==> config.mk <==
export PLATFORM = sky130hd
export DESIGN_NAME = fcsv_sequencer
export DESIGN_NICKNAME = d
export VERILOG_FILES = /design/src/fcsv_pkg.sv /design/src/fcsv_sequencer.sv
export SDC_FILE = /design/constraint.sdc
export NUM_CORES = 1
export LEC_CHECK = 0
export BUFFER_PORTS_ARGS = -buffer_cell sky130_fd_sc_hd__buf_4
export CAP_MARGIN = 20
export CORE_ASPECT_RATIO = 2
export CORE_UTILIZATION = 61
export DETAILED_ROUTE_END_ITERATION = 8
export MAX_ROUTING_LAYER = met4
export PLACE_DENSITY_LB_ADDON = 0.12
export SKIP_CTS_REPAIR_TIMING = 1
export SLEW_MARGIN = 20
export SYNTH_ARGS = -nofsm -noshare
export SYNTH_HDL_FRONTEND = slang
export SYNTH_SLANG_ARGS = --single-unit
export TNS_END_PERCENT = 1
==> constraint.sdc <==
create_clock -name pclk -period 10.1 [get_ports pclk]
set_clock_uncertainty 0.2 [all_clocks]
set_input_delay 0.505 -clock pclk [delete_from_list [all_inputs] [get_ports pclk]]
set_output_delay 0.505 -clock pclk [all_outputs]
set_load 0.005 [all_outputs]
==> src/fcsv_pkg.sv <==
// Overview of operation
// - Code 0x01 verifies every data and program block is erased, result in status.
// - Code 0x02 on the data block verifies that whole block is erased.
// - Code 0x08 erases all blocks; needs both disables, program open, data open set.
// - Code 0x09 erases one block; full data block erase needs data open set.
// - Code 0x0B erases all blocks then verifies all erased, releasing security if the verify reports no error.
// - Code 0x0D selects the user margin read level for data reads.
// - Code 0x0E selects the field margin level; accepted only in special modes.
// - Code 0x10 verifies a given count of words from a start address erased.
// - Code 0x11 programs one to four words; 0x12 erases one data sector.
// - Program or erase before divider setup sets access error, command dropped.
// - Unsupported command code sets access error and the command is dropped.
// - Reading a block while its algorithm runs returns invalid data.
// - Such a read sets both fault flags if clear and captures its address.
// - Erase-verify-all loads 0x01 at index 0, launch, completion set at end.
// - Erase-verify-all and erase-verify-block raise access error unless index is 0 at launch.
// - Verify sets any-error bit on errors, uncorrectable bit on uncorrectable ones.
// - Erase-verify-block address bits 22:16 must name a valid block.
// - Erase-verify-block checks the chosen block and sets completion when done.
package fcsv_pkg;
  localparam logic [7:0] OFS_CLKDIV = 8'h00;
  localparam logic [7:0] OFS_STATUS = 8'h04;
  localparam logic [7:0] OFS_INDEX = 8'h08;
  localparam logic [7:0] OFS_PARAM = 8'h0c;
  localparam logic [7:0] OFS_PPROT = 8'h10;
  localparam logic [7:0] OFS_DPROT = 8'h14;
  localparam logic [7:0] OFS_FAULT = 8'h18;
  localparam logic [7:0] OFS_FADDR = 8'h1c;
  localparam logic [7:0] OFS_FDATA = 8'h20;
  localparam logic [7:0] OFS_MARGIN = 8'h24;
  localparam int unsigned ST_COMPLETE = 7;
  localparam int unsigned ST_ACCESS_ERROR_FLAG = 5;
  localparam int unsigned ST_PVIOL = 4;
  localparam int unsigned ST_VANY = 1;
  localparam int unsigned ST_VUNC = 0;
  localparam int unsigned DIV_W = 7;
  localparam int unsigned DIV_LOADED = 7;
  localparam int unsigned PP_OPEN = 7;
  localparam int unsigned PP_HDIS = 5;
  localparam int unsigned PP_LDIS = 2;
  localparam int unsigned DP_OPEN = 7;
  localparam int unsigned FLT_DOUBLE = 1;
  localparam int unsigned FLT_SINGLE = 0;
  localparam int unsigned MRG_FIELD = 4;
  localparam logic [7:0] PPROT_RST = 8'h00;
  localparam logic [7:0] DPROT_RST = 8'h00;
  localparam logic [7:0] CMD_VFY_ALL = 8'h01;
  localparam logic [7:0] CMD_VFY_BLK = 8'h02;
  localparam logic [7:0] CMD_ERS_ALL = 8'h08;
  localparam logic [7:0] CMD_ERS_BLK = 8'h09;
  localparam logic [7:0] CMD_UNSEC = 8'h0b;
  localparam logic [7:0] CMD_USR_MRG = 8'h0d;
  localparam logic [7:0] CMD_FLD_MRG = 8'h0e;
  localparam logic [7:0] CMD_VFY_DSEC = 8'h10;
  localparam logic [7:0] CMD_PRG_D = 8'h11;
  localparam logic [7:0] CMD_ERS_DSEC = 8'h12;
  localparam logic [2:0] IDX_0 = 3'h0;
  localparam logic [2:0] IDX_1 = 3'h1;
  localparam logic [2:0] IDX_2 = 3'h2;
  localparam logic [2:0] IDX_5 = 3'h5;
  localparam logic [6:0] DFLASH_BLK = 7'h10;
  localparam logic [6:0] PFLASH_BLK_LO = 7'h7e;
  localparam logic [6:0] PFLASH_BLK_HI = 7'h7f;
  localparam int unsigned CMD_LSB = 8;
  localparam int unsigned BLK_W = 7;
  localparam int unsigned MRG_W = 2;
  typedef enum logic [2:0] {
    OP_VERIFY_ALL, OP_VERIFY_BLOCK, OP_VERIFY_SECTION, OP_ERASE_ALL,
    OP_ERASE_BLOCK, OP_ERASE_SECTOR, OP_PROGRAM
  } fcsv_op_t;
  typedef struct packed {
    logic start;
    fcsv_op_t op;
    logic [6:0] blk;
    logic [15:0] addr;
    logic [15:0] count;
    logic [2:0] nwords;
    logic [3:0][15:0] data;
  } fcsv_arr_req_t;
  typedef struct packed {
    logic done;
    logic err_any;
    logic err_unc;
  } fcsv_arr_rsp_t;
  typedef struct packed {
    logic valid;
    logic [22:0] addr;
  } fcsv_rd_req_t;
endpackage : fcsv_pkg

==> src/fcsv_sequencer.sv <==
// The APB interface to the registers and the register offsets were left to the implementer.
`timescale 1ns/1ps
`default_nettype none
module fcsv_sequencer
  import fcsv_pkg::*;
#(
  parameter int unsigned ADDR_W = 8,
  parameter int unsigned NUM_WORDS = 6
) (
  input wire logic pclk,
  input wire logic presetn,
  input wire logic psel,
  input wire logic penable,
  input wire logic pwrite,
  input wire logic [ADDR_W-1:0] paddr,
  input wire logic [31:0] pwdata,
  output logic [31:0] prdata,
  output logic pready,
  output logic pslverr,
  input wire logic special_mode_pin,
  input wire fcsv_rd_req_t cpu_rd,
  output logic cpu_rd_invalid,
  output fcsv_arr_req_t arr_req,
  input wire fcsv_arr_rsp_t arr_rsp,
  output logic [DIV_W-1:0] flash_clk_div,
  output logic [MRG_W-1:0] user_margin,
  output logic [MRG_W-1:0] field_margin,
  output logic security_released
);

  typedef enum logic [1:0] {S_IDLE, S_CHECK, S_WAIT} fcsv_state_t;

  fcsv_state_t state_q;
  logic spec_meta_q;
  logic spec_q;
  logic pready_q;
  logic pslverr_q;
  logic [31:0] prdata_q;
  logic [DIV_W-1:0] div_q;
  logic div_set_q;
  logic [7:0] pprot_q;
  logic [7:0] dprot_q;
  logic [2:0] index_q;
  logic [15:0] param_q [NUM_WORDS];
  logic complete_q;
  logic access_error_flag_q;
  logic pviol_q;
  logic vany_q;
  logic vunc_q;
  logic single_q;
  logic double_q;
  logic [22:0] faddr_q;
  logic rd_inv_q;
  fcsv_arr_req_t req_q;
  logic busy_all_q;
  logic [BLK_W-1:0] busy_blk_q;
  logic unsec_ph_q;
  logic [MRG_W-1:0] umrg_q;
  logic [MRG_W-1:0] fmrg_q;
  logic released_q;

  logic acc_phase;
  logic wr_en;
  logic [7:0] ofs;
  logic hit;
  logic [31:0] rd_mux;
  logic launch_go;
  logic [7:0] cmd;
  logic [BLK_W-1:0] blk;
  logic blk_is_d;
  logic blk_valid;
  logic known;
  logic idx_ok;
  logic need_div;
  logic need_spec;
  logic need_blk;
  logic pv_chk;
  logic acc_chk;
  logic is_margin;
  logic all_op;
  fcsv_op_t op_sel;
  logic chk_end;
  logic unsec_mid;
  logic op_end;
  logic rd_hit;

  // Mode strap arrives from a pin
  always_ff @(posedge pclk or negedge presetn) begin
    if (!presetn) begin
      spec_meta_q <= 1'b0;
      spec_q <= 1'b0;
    end else begin
      spec_meta_q <= special_mode_pin;
      spec_q <= spec_meta_q;
    end
  end

  assign acc_phase = psel & penable & pready_q;
  assign wr_en = acc_phase & pwrite;
  assign ofs = paddr[7:0];
  assign launch_go = wr_en && ofs == OFS_STATUS && pwdata[ST_COMPLETE] && complete_q
                     && !access_error_flag_q && !pviol_q && state_q == S_IDLE;

  always_comb begin
    hit = (paddr >> 8) == '0;
    rd_mux = 32'h0000_0000;
    unique case (ofs)
      OFS_CLKDIV: begin
        rd_mux[DIV_LOADED] = div_set_q;
        rd_mux[DIV_W-1:0] = div_q;
      end
      OFS_STATUS: begin
        rd_mux[ST_COMPLETE] = complete_q;
        rd_mux[ST_ACCESS_ERROR_FLAG] = access_error_flag_q;
        rd_mux[ST_PVIOL] = pviol_q;
        rd_mux[ST_VANY] = vany_q;
        rd_mux[ST_VUNC] = vunc_q;
      end
      OFS_INDEX: rd_mux[2:0] = index_q;
      OFS_PARAM: begin
        if (index_q < NUM_WORDS) begin
          rd_mux[15:0] = param_q[index_q];
        end
      end
      OFS_PPROT: rd_mux[7:0] = pprot_q;
      OFS_DPROT: rd_mux[7:0] = dprot_q;
      OFS_FAULT: begin
        rd_mux[FLT_DOUBLE] = double_q;
        rd_mux[FLT_SINGLE] = single_q;
      end
      // Captured data of an invalid read is always zero
      OFS_FADDR: rd_mux[22:0] = faddr_q;
      OFS_FDATA: rd_mux = 32'h0000_0000;
      OFS_MARGIN: begin
        rd_mux[MRG_FIELD +: MRG_W] = fmrg_q;
        rd_mux[MRG_W-1:0] = umrg_q;
      end
      default: hit = 1'b0;
    endcase
  end

  // No wait state: answer is prepared during the setup cycle
  always_ff @(posedge pclk or negedge presetn) begin
    if (!presetn) begin
      pready_q <= 1'b0;
      pslverr_q <= 1'b0;
      prdata_q <= 32'h0000_0000;
    end else begin
      pready_q <= psel & ~penable;
      pslverr_q <= psel & ~penable & ~hit;
      prdata_q <= (psel & ~penable & ~pwrite & hit) ? rd_mux : 32'h0000_0000;
    end
  end

  // Command word layout
  assign cmd = param_q[0][CMD_LSB +: 8];
  assign blk = param_q[0][BLK_W-1:0];
  assign blk_is_d = blk == DFLASH_BLK;
  assign blk_valid = blk_is_d || (blk >= PFLASH_BLK_LO && blk <= PFLASH_BLK_HI);

  always_comb begin
    known = 1'b1;
    idx_ok = index_q == IDX_0;
    need_div = 1'b0;
    need_spec = 1'b0;
    need_blk = 1'b0;
    pv_chk = 1'b0;
    is_margin = 1'b0;
    all_op = 1'b0;
    op_sel = OP_VERIFY_ALL;
    unique case (cmd)
      CMD_VFY_ALL: begin
        all_op = 1'b1;
      end
      CMD_VFY_BLK: begin
        need_blk = 1'b1;
        op_sel = OP_VERIFY_BLOCK;
      end
      CMD_ERS_ALL: begin
        need_div = 1'b1;
        need_spec = 1'b1;
        all_op = 1'b1;
        op_sel = OP_ERASE_ALL;
        pv_chk = !(pprot_q[PP_LDIS] && pprot_q[PP_HDIS] && pprot_q[PP_OPEN]
                   && dprot_q[DP_OPEN]);
      end
      CMD_ERS_BLK: begin
        need_div = 1'b1;
        need_blk = 1'b1;
        op_sel = OP_ERASE_BLOCK;
        pv_chk = blk_is_d ? !dprot_q[DP_OPEN]
               : !(pprot_q[PP_LDIS] && pprot_q[PP_HDIS] && pprot_q[PP_OPEN]);
      end
      CMD_UNSEC: begin
        need_div = 1'b1;
        need_spec = 1'b1;
        all_op = 1'b1;
        op_sel = OP_ERASE_ALL;
      end
      CMD_USR_MRG: begin
        idx_ok = index_q == IDX_1;
        is_margin = 1'b1;
      end
      CMD_FLD_MRG: begin
        idx_ok = index_q == IDX_1;
        need_spec = 1'b1;
        is_margin = 1'b1;
      end
      CMD_VFY_DSEC: begin
        idx_ok = index_q == IDX_2;
        op_sel = OP_VERIFY_SECTION;
      end
      CMD_PRG_D: begin
        idx_ok = index_q >= IDX_2 && index_q <= IDX_5;
        need_div = 1'b1;
        op_sel = OP_PROGRAM;
        pv_chk = !dprot_q[DP_OPEN];
      end
      CMD_ERS_DSEC: begin
        idx_ok = index_q == IDX_1;
        need_div = 1'b1;
        op_sel = OP_ERASE_SECTOR;
        pv_chk = !dprot_q[DP_OPEN];
      end
      default: known = 1'b0;
    endcase
  end

  assign acc_chk = !known || !idx_ok || (need_div && !div_set_q)
                   || (need_spec && !spec_q) || (need_blk && !blk_valid);
  assign chk_end = state_q == S_CHECK && (acc_chk || pv_chk || is_margin);
  assign unsec_mid = req_q.op == OP_ERASE_ALL && !unsec_ph_q && cmd == CMD_UNSEC;
  assign op_end = state_q == S_WAIT && arr_rsp.done && !unsec_mid;
  assign rd_hit = cpu_rd.valid && !complete_q && state_q == S_WAIT
                  && (busy_all_q || cpu_rd.addr[22:16] == busy_blk_q);

  always_ff @(posedge pclk or negedge presetn) begin
    if (!presetn) begin
      state_q <= S_IDLE;
      req_q <= '0;
      busy_all_q <= 1'b0;
      busy_blk_q <= '0;
      unsec_ph_q <= 1'b0;
    end else begin
      req_q.start <= 1'b0;
      unique case (state_q)
        S_IDLE: begin
          if (launch_go) begin
            state_q <= S_CHECK;
          end
        end
        S_CHECK: begin
          if (acc_chk || pv_chk || is_margin) begin
            state_q <= S_IDLE;
          end else begin
            state_q <= S_WAIT;
            req_q.start <= 1'b1;
            req_q.op <= op_sel;
            req_q.blk <= blk;
            req_q.addr <= param_q[1];
            req_q.count <= param_q[2];
            req_q.nwords <= index_q - IDX_1;
            for (int i = 0; i < 4; i++) begin
              req_q.data[i] <= param_q[i+2];
            end
            busy_all_q <= all_op;
            busy_blk_q <= blk;
            unsec_ph_q <= 1'b0;
          end
        end
        S_WAIT: begin
          if (unsec_mid && arr_rsp.done) begin
            req_q.start <= 1'b1;
            req_q.op <= OP_VERIFY_ALL;
            unsec_ph_q <= 1'b1;
          end else if (arr_rsp.done) begin
            state_q <= S_IDLE;
            busy_all_q <= 1'b0;
          end
        end
        default: state_q <= S_IDLE;
      endcase
    end
  end

  // Status flags: hardware set wins over a software clear
  always_ff @(posedge pclk or negedge presetn) begin
    if (!presetn) begin
      complete_q <= 1'b1;
      access_error_flag_q <= 1'b0;
      pviol_q <= 1'b0;
      vany_q <= 1'b0;
      vunc_q <= 1'b0;
      released_q <= 1'b0;
    end else begin
      if (launch_go) begin
        complete_q <= 1'b0;
        vany_q <= 1'b0;
        vunc_q <= 1'b0;
      end else if (chk_end || op_end) begin
        complete_q <= 1'b1;
      end
      if (state_q == S_CHECK && acc_chk) begin
        access_error_flag_q <= 1'b1;
      end else if (wr_en && ofs == OFS_STATUS && pwdata[ST_ACCESS_ERROR_FLAG]) begin
        access_error_flag_q <= 1'b0;
      end
      if (state_q == S_CHECK && !acc_chk && pv_chk) begin
        pviol_q <= 1'b1;
      end else if (wr_en && ofs == OFS_STATUS && pwdata[ST_PVIOL]) begin
        pviol_q <= 1'b0;
      end
      if (op_end) begin
        vany_q <= vany_q | arr_rsp.err_any;
        vunc_q <= vunc_q | arr_rsp.err_unc;
      end
      if (op_end && cmd == CMD_UNSEC && !arr_rsp.err_any) begin
        released_q <= 1'b1;
      end
    end
  end

  // Invalid read capture
  always_ff @(posedge pclk or negedge presetn) begin
    if (!presetn) begin
      single_q <= 1'b0;
      double_q <= 1'b0;
      faddr_q <= '0;
      rd_inv_q <= 1'b0;
    end else begin
      rd_inv_q <= rd_hit;
      if (rd_hit && !single_q && !double_q) begin
        single_q <= 1'b1;
        double_q <= 1'b1;
        faddr_q <= cpu_rd.addr;
      end else if (wr_en && ofs == OFS_FAULT) begin
        single_q <= single_q & ~pwdata[FLT_SINGLE];
        double_q <= double_q & ~pwdata[FLT_DOUBLE];
      end
    end
  end

  // Margin levels
  always_ff @(posedge pclk or negedge presetn) begin
    if (!presetn) begin
      umrg_q <= '0;
      fmrg_q <= '0;
    end else if (state_q == S_CHECK && !acc_chk && is_margin) begin
      if (cmd == CMD_USR_MRG) begin
        umrg_q <= param_q[1][MRG_W-1:0];
      end else begin
        fmrg_q <= param_q[1][MRG_W-1:0];
      end
    end
  end

  // Configuration and command words; frozen while a command runs
  always_ff @(posedge pclk or negedge presetn) begin
    if (!presetn) begin
      div_q <= '0;
      div_set_q <= 1'b0;
      pprot_q <= PPROT_RST;
      dprot_q <= DPROT_RST;
      index_q <= IDX_0;
      for (int i = 0; i < NUM_WORDS; i++) begin
        param_q[i] <= 16'h0000;
      end
    end else if (wr_en && complete_q && state_q == S_IDLE) begin
      unique case (ofs)
        OFS_CLKDIV: begin
          div_q <= pwdata[DIV_W-1:0];
          div_set_q <= 1'b1;
        end
        OFS_PPROT: pprot_q <= pwdata[7:0];
        OFS_DPROT: dprot_q <= pwdata[7:0];
        OFS_INDEX: index_q <= pwdata[2:0];
        OFS_PARAM: begin
          if (index_q < NUM_WORDS) begin
            param_q[index_q] <= pwdata[15:0];
          end
        end
        default: ;
      endcase
    end
  end

  assign prdata = prdata_q;
  assign pready = pready_q;
  assign pslverr = pslverr_q;
  assign cpu_rd_invalid = rd_inv_q;
  assign arr_req = req_q;
  assign flash_clk_div = div_q;
  assign user_margin = umrg_q;
  assign field_margin = fmrg_q;
  assign security_released = released_q;

endmodule : fcsv_sequencer
`default_nettype wire

* Word-level counts from Yosys, hierarchy flattened
Index checks and enable logic that the tools add are counted.
** Operators by class
- Bitwise logic cells :: 19
- Reductions and logical operators :: 93
- $add $sub $neg :: 1
- Mux-type cells :: 55
- Equal/unequal tests :: 31
- Order comparisons :: 7
** Operator list (number)
- $mux 110 :: 1
- $bwmux 96 :: 1
- $mux 16 :: 4
- $eq 8x4->1 const B :: 7
- $eq 8x5->1 const B :: 7
- $bmux 16 s3 :: 1
- $demux 16 s3 :: 1
- $logic_and 1x1->1 :: 37
- $mux 1 :: 26
- $mux 23 :: 1
- $reduce_or 10->1 :: 2
- $pmux 2 s9 :: 1
- $pmux 3 s6 :: 1
- $logic_not 1->1 :: 17
- $eq 8x6->1 const B :: 2
- $pmux 8 s2 :: 1
- $pmux 2 s7 :: 1
- $reduce_and 2->1 :: 7
- $pmux 1 s6 :: 2
- $reduce_bool 2->1 :: 6
- $pmux 1 s5 :: 2
- $and 1x1->1 :: 9
- $logic_or 1x1->1 :: 9
- $reduce_and 3->1 :: 3
- 36 further kinds :: 57
** Word-level totals
- Bits of input ports :: 73
- Output and inout port bits :: 157
- Flip-flop bits (word level) :: 284

* Depth between registers and ports, before layout
- Depth after elaboration :: 14
- Gate-level depth with buffers :: 11

* Least setup slack after synthesis
No wires, ideal clock.
- Kind :: reg2reg
- From :: register index_q[1]
- To :: register req_q (netlist bit arr_req[0])
- Data required time :: 9775 ps
- Arrival time :: 2846 ps
- Path buffers :: 3
- Cell stages (with the launch flop) :: 11
- Clock period less this slack :: 3171 ps
- Slack :: 6929 ps
- Path through :: dfrtp_1 -> buf_2 -> clkinv_1 -> ha_1 -> o31ai_1 -> a2111oi_4 -> o31a_4 -> nand4_2 -> buf_6 -> buf_6 -> mux2_4
** On the way
- Cells in the longest elaborated chain, start to end :: 12
- Elaborated cells on any way between the ends :: 16
- Classes of those cells :: order compare: 2; eq/ne: 2; mux: 1; bitwise: 1; reduce/logical: 10
** Ends and longest elaborated chain
- start, declared :: RTL line fcsv_sequencer.sv:43 : logic [2:0] index_q;
- start signal, assigned :: RTL line fcsv_sequencer.sv:376 : OFS_INDEX: index_q <= pwdata[2:0];
- $ge 3x2->1 / $le 3x3->1 (equally long branches) :: RTL line fcsv_sequencer.sv:214 : idx_ok = index_q >= IDX_2 && index_q <= IDX_5;
- $logic_and 1x1->1 :: RTL line fcsv_sequencer.sv:214
- $pmux 1 s3 * :: RTL line fcsv_sequencer.sv:171 : unique case (cmd)
- $logic_not 1->1 * :: RTL line fcsv_sequencer.sv:229 : assign acc_chk = !known || !idx_ok || (need_div && !div_set_q)
- $logic_or 1x1->1 * (2 in a row) :: RTL line fcsv_sequencer.sv:229
- $logic_or 1x1->1 * (2 in a row) :: RTL line fcsv_sequencer.sv:230 : || (need_spec && !spec_q) || (need_blk && !blk_valid);
- $logic_or 1x1->1 * (2 in a row) :: RTL line fcsv_sequencer.sv:253 : if (acc_chk || pv_chk || is_margin) begin
- $not 1->1 (no line) *
- $reduce_and 2->1 (no line) *
- end, declared :: RTL line fcsv_sequencer.sv:54 : fcsv_arr_req_t req_q;
Mark *: on every way between the ends. The rest lies on a longest branch, timed or not.
A chain may end at the register's enable or synchronous reset.

* Final worst setup path
- From :: register index_q[1]
- To :: register req_q (netlist bit arr_req[32])
The elaborated chain is that of the path after synthesis.

==> results_dict.tcl <==
set metrics [dict create \
    syn-cell-area_um2 13040 \
    violations "negative hold slack" \
    seq_area_frac_synth_pct 54.50 \
    yosysTopAreaCell "sky130_fd_sc_hd__dfrtp_1" \
    gp_congestion 0.9343 \
    timing.final.max_slew_violations 0 \
    power.share.sequential_pct 50.8 \
    drt_wl_total_mm 34.94 \
    post_dr_vias_cell 6.168 \
    min_period_ns 5.106 \
    cap_viol_max_count 0 \
    numClockSinks 284 \
    die_y_um 208.8 \
    antenna_left 0 \
    dp_hpwl_mm 24.61 \
    groute.usage.overall_pct 33.41 \
    placement.io_buffers 204 \
    synthTopCellsByArea "sky130_fd_sc_hd__dfrtp_1 (54%), sky130_fd_sc_hd__mux2_2 (14%), sky130_fd_sc_hd__mux2_4 (8.9%), sky130_fd_sc_hd__a22oi_1 (2.8%), sky130_fd_sc_hd__buf_4 (1.8%)" \
    grt_antenna_before_repair 0 \
    internal_power_mw 1.749 \
    vdd_drop_max_mv 0.1413 \
    synth-main-ff-cell "sky130_fd_sc_hd__dfrtp_1" \
    maximum_fanout_encountered_on_the_critical_timing_path 54 \
    crit_arrival_ns 5.33 \
    summed_negative_setup_slack_over_all_endpoints_ns 0 \
    synth_cells 957 \
    pwr-share-comb_pct 5.2 \
    layout.cells.most_common_list "sky130_fd_sc_hd__dfrtp_1 (283), sky130_fd_sc_hd__buf_4 (220), sky130_fd_sc_hd__mux2_2 (158), sky130_fd_sc_hd__mux2_4 (77), sky130_fd_sc_hd__a22oi_1 (49)" \
    path_cells "clkinv_1 > ha_1 > o31ai_1 > a2111oi_4 > o31a_4 > nand4_4 > buf_4 > mux2_4" \
    routed_wire_length_per_instance_um 24.43 \
    final.setup.worst_slack_ns 4.994 \
    routed-via-count 8820 \
    grt_first_pass_wirelength_mm 53.42 \
    core_area_um2 20930 \
    num_antenna_cells 0 \
    ctsRootBufferMaster "sky130_fd_sc_hd__clkbuf_16" \
    num_rows 75 \
    drt_first_pass_iters 5 \
    async_reset_ff_share_pct 100.0 \
    instances_no_fill 1430 \
    clock_buffer_count_from_cts 25 \
    synth_edf_count 0 \
    setup.worst_path.start_class "flip-flop" \
    detailed_place.area_um2 14640 \
    yosys_warnings 0 \
    place_inst 1381 \
    crit_required_ns 10.32 \
    finalCritPeriodShare_pct 50.55 \
    clock.fmax_mhz 195.9 \
    syn-mean-instance-area_um2 13.63 \
    boundaryPins 230 \
    cts_tree "yes" \
    finalSetupViolCount 0 \
    final_global_route_overflow_total 0 \
    worstHoldPathType "in2reg" \
    grt_pass1_vias 9191 \
    fraction_of_layout_cells_with_a_size_suffix_above_1_pct 45.48 \
    fp.dieW_um 105.4 \
    path_clk_slew_ns 0.07 \
    post-place-ws_ns 5.022 \
    ys_ff_latch 284 \
    cpPeakStageDelay_ns 0.91 \
    status "finished with violations" \
    detail_route.drc_violations 0 \
    synth_cell_types 72 \
    multi_input_area_um2 5468 \
    clockBufferDepth 3 \
    grt_max_degree 127 \
    whs_ns -0.0005241 \
    final_core_util_pct 74.19 \
    p_total_mw 2.260 \
    unrepaired_setup_endpoints_after_global_routing "no" \
    die_footprint_um2 22000 \
    timing.final.hold_violations 1 \
    slew-limit-headroom_pct 29.55 \
    worstMarginPinSlew_ns 1.054 \
    critical-path-slowest-cell "sky130_fd_sc_hd__buf_4" \
    initial_utilization_pct 62.32 \
    clk-insertion-delay-late_ns 0.54 \
    crit_type "reg2reg" \
    final_common_cell "sky130_fd_sc_hd__dfrtp_1" \
    synth_largest_type_area_fraction_pct 54.30 \
    power_frac_clock_pct 44.0 \
    switch_pwr_mw 0.5110 \
    nNetsFinal 1224 \
    total_leakage_power_nw 7.855 \
    initialDrtViolationCount 583 \
    fillers 1446 \
    regArea_um2 7108 \
    power_density_nw_per_um2 145.6 \
    final_cell_area_um2 15530 \
    ctsHtreeMaxLevel 1 \
    power.switching_fraction_pct 22.61 \
    end_kind "flip-flop" \
    synthToLayoutAreaGrowth_pct 19.05 \
]
[path summary, 6_finish.rpt]
check,from,endpoint,slack [ns],depth (start not counted)
max,index_q[1],arr_req[32],4.99,8
min,cpu_rd[13],faddr_q[13],-0.0005,2
max reg2reg,index_q[1],arr_req[32],4.99,8
min reg2reg,spec_meta_q,spec_q,0.16,0
max in group asynchronous,presetn,flash_clk_div[3],7.75,3
min in group asynchronous,presetn,busy_blk_q[3],0.40,2
[kinds of logic (layout without fill, tap and decap cells)]
group,after synthesis,in the layout,synth area share [%]
adder cells (fa/ha/maj),8,8,0.7676
buffers and inverters,88,284,4.145
XOR/XNOR,10,10,0.6716
AND/OR/NAND/NOR,163,163,7.925
AO/OA/AOI/OAI,159,159,8.760
flip-flops,284,284,54.50
multiplexers,244,244,23.20
other,1,9,0.02875
[layout make-up]
cell class	instances	share of cell area (%)
Clock inverter	11	0.9509
Tap cell	269	2.168
Clock buffer	34	4.505
Timing Repair Buffer	226	11.06
Inverter	13	0.3143
Multi-Input combinational cell	593	35.22
Sequential cell	284	45.78
[synth_stat cells (all sizes together), types with 9 or more instances]
| cell | instances |
|---|---|
| nand2 | 29 |
| clkbuf | 18 |
| and2 | 12 |
| nor3 | 17 |
| nor2b | 10 |
| nor4 | 12 |
| inv | 11 |
| nor2 | 24 |
| mux2i | 9 |
| a31oi | 18 |
| a22oi | 49 |
| buf | 57 |
| dfrtp | 283 |
| a21oi | 27 |
| mux2 | 235 |
| o21ai | 17 |
[sequential cells by signal, indices dropped and copies added, names as in the netlist, 2 cells and up]
signal and flops:
arr_req 87, blk 7, busy_blk_q 7, cmd 8
dprot_q 8, faddr_q 23, field_margin 2, flash_clk_div 7
index_q 3, param_q 81, pprot_q 8, prdata 23
state_q 2, user_margin 2
[power by group through the flow]
stage	sequential [mW]	combinational (mW)	clock [mW]
6_report	1.15	0.117	0.995
5_1_grt	1.15	0.128	1.05
4_1_cts	1.15	0.116	1.01
3_5_place_dp	1.17	0.116	0
3_3_place_gp	1.17	0.114	0
2_1_floorplan	1.17	0.0510	0
[worst max-delay path, delay by kind of cell (launching register included)]
family                     cells  cell delay, ns
DFF                            1            0.81
and+or+nand+nor                1            0.67
buffers and inverters          2            1.52
adders and majority gates      1            0.40
muxes                          1            0.36
AOI/OAI and AO/OA              3            0.97
[routing by layer]
metal | up-vias | share of wire [%] | wire length [um] | GRT usage, %
li1 | 3862 | - | - | -
met1 | 4519 | 37 | 13020 | 38.06
met4 | 0 | 5.5 | 1918 | 17.78
met2 | 353 | 53 | 18570 | 57.89
met3 | 86 | 4.1 | 1433 | 3.026
met5 | - | 0 | 0 | -
(Power assumes the default switching activity.)
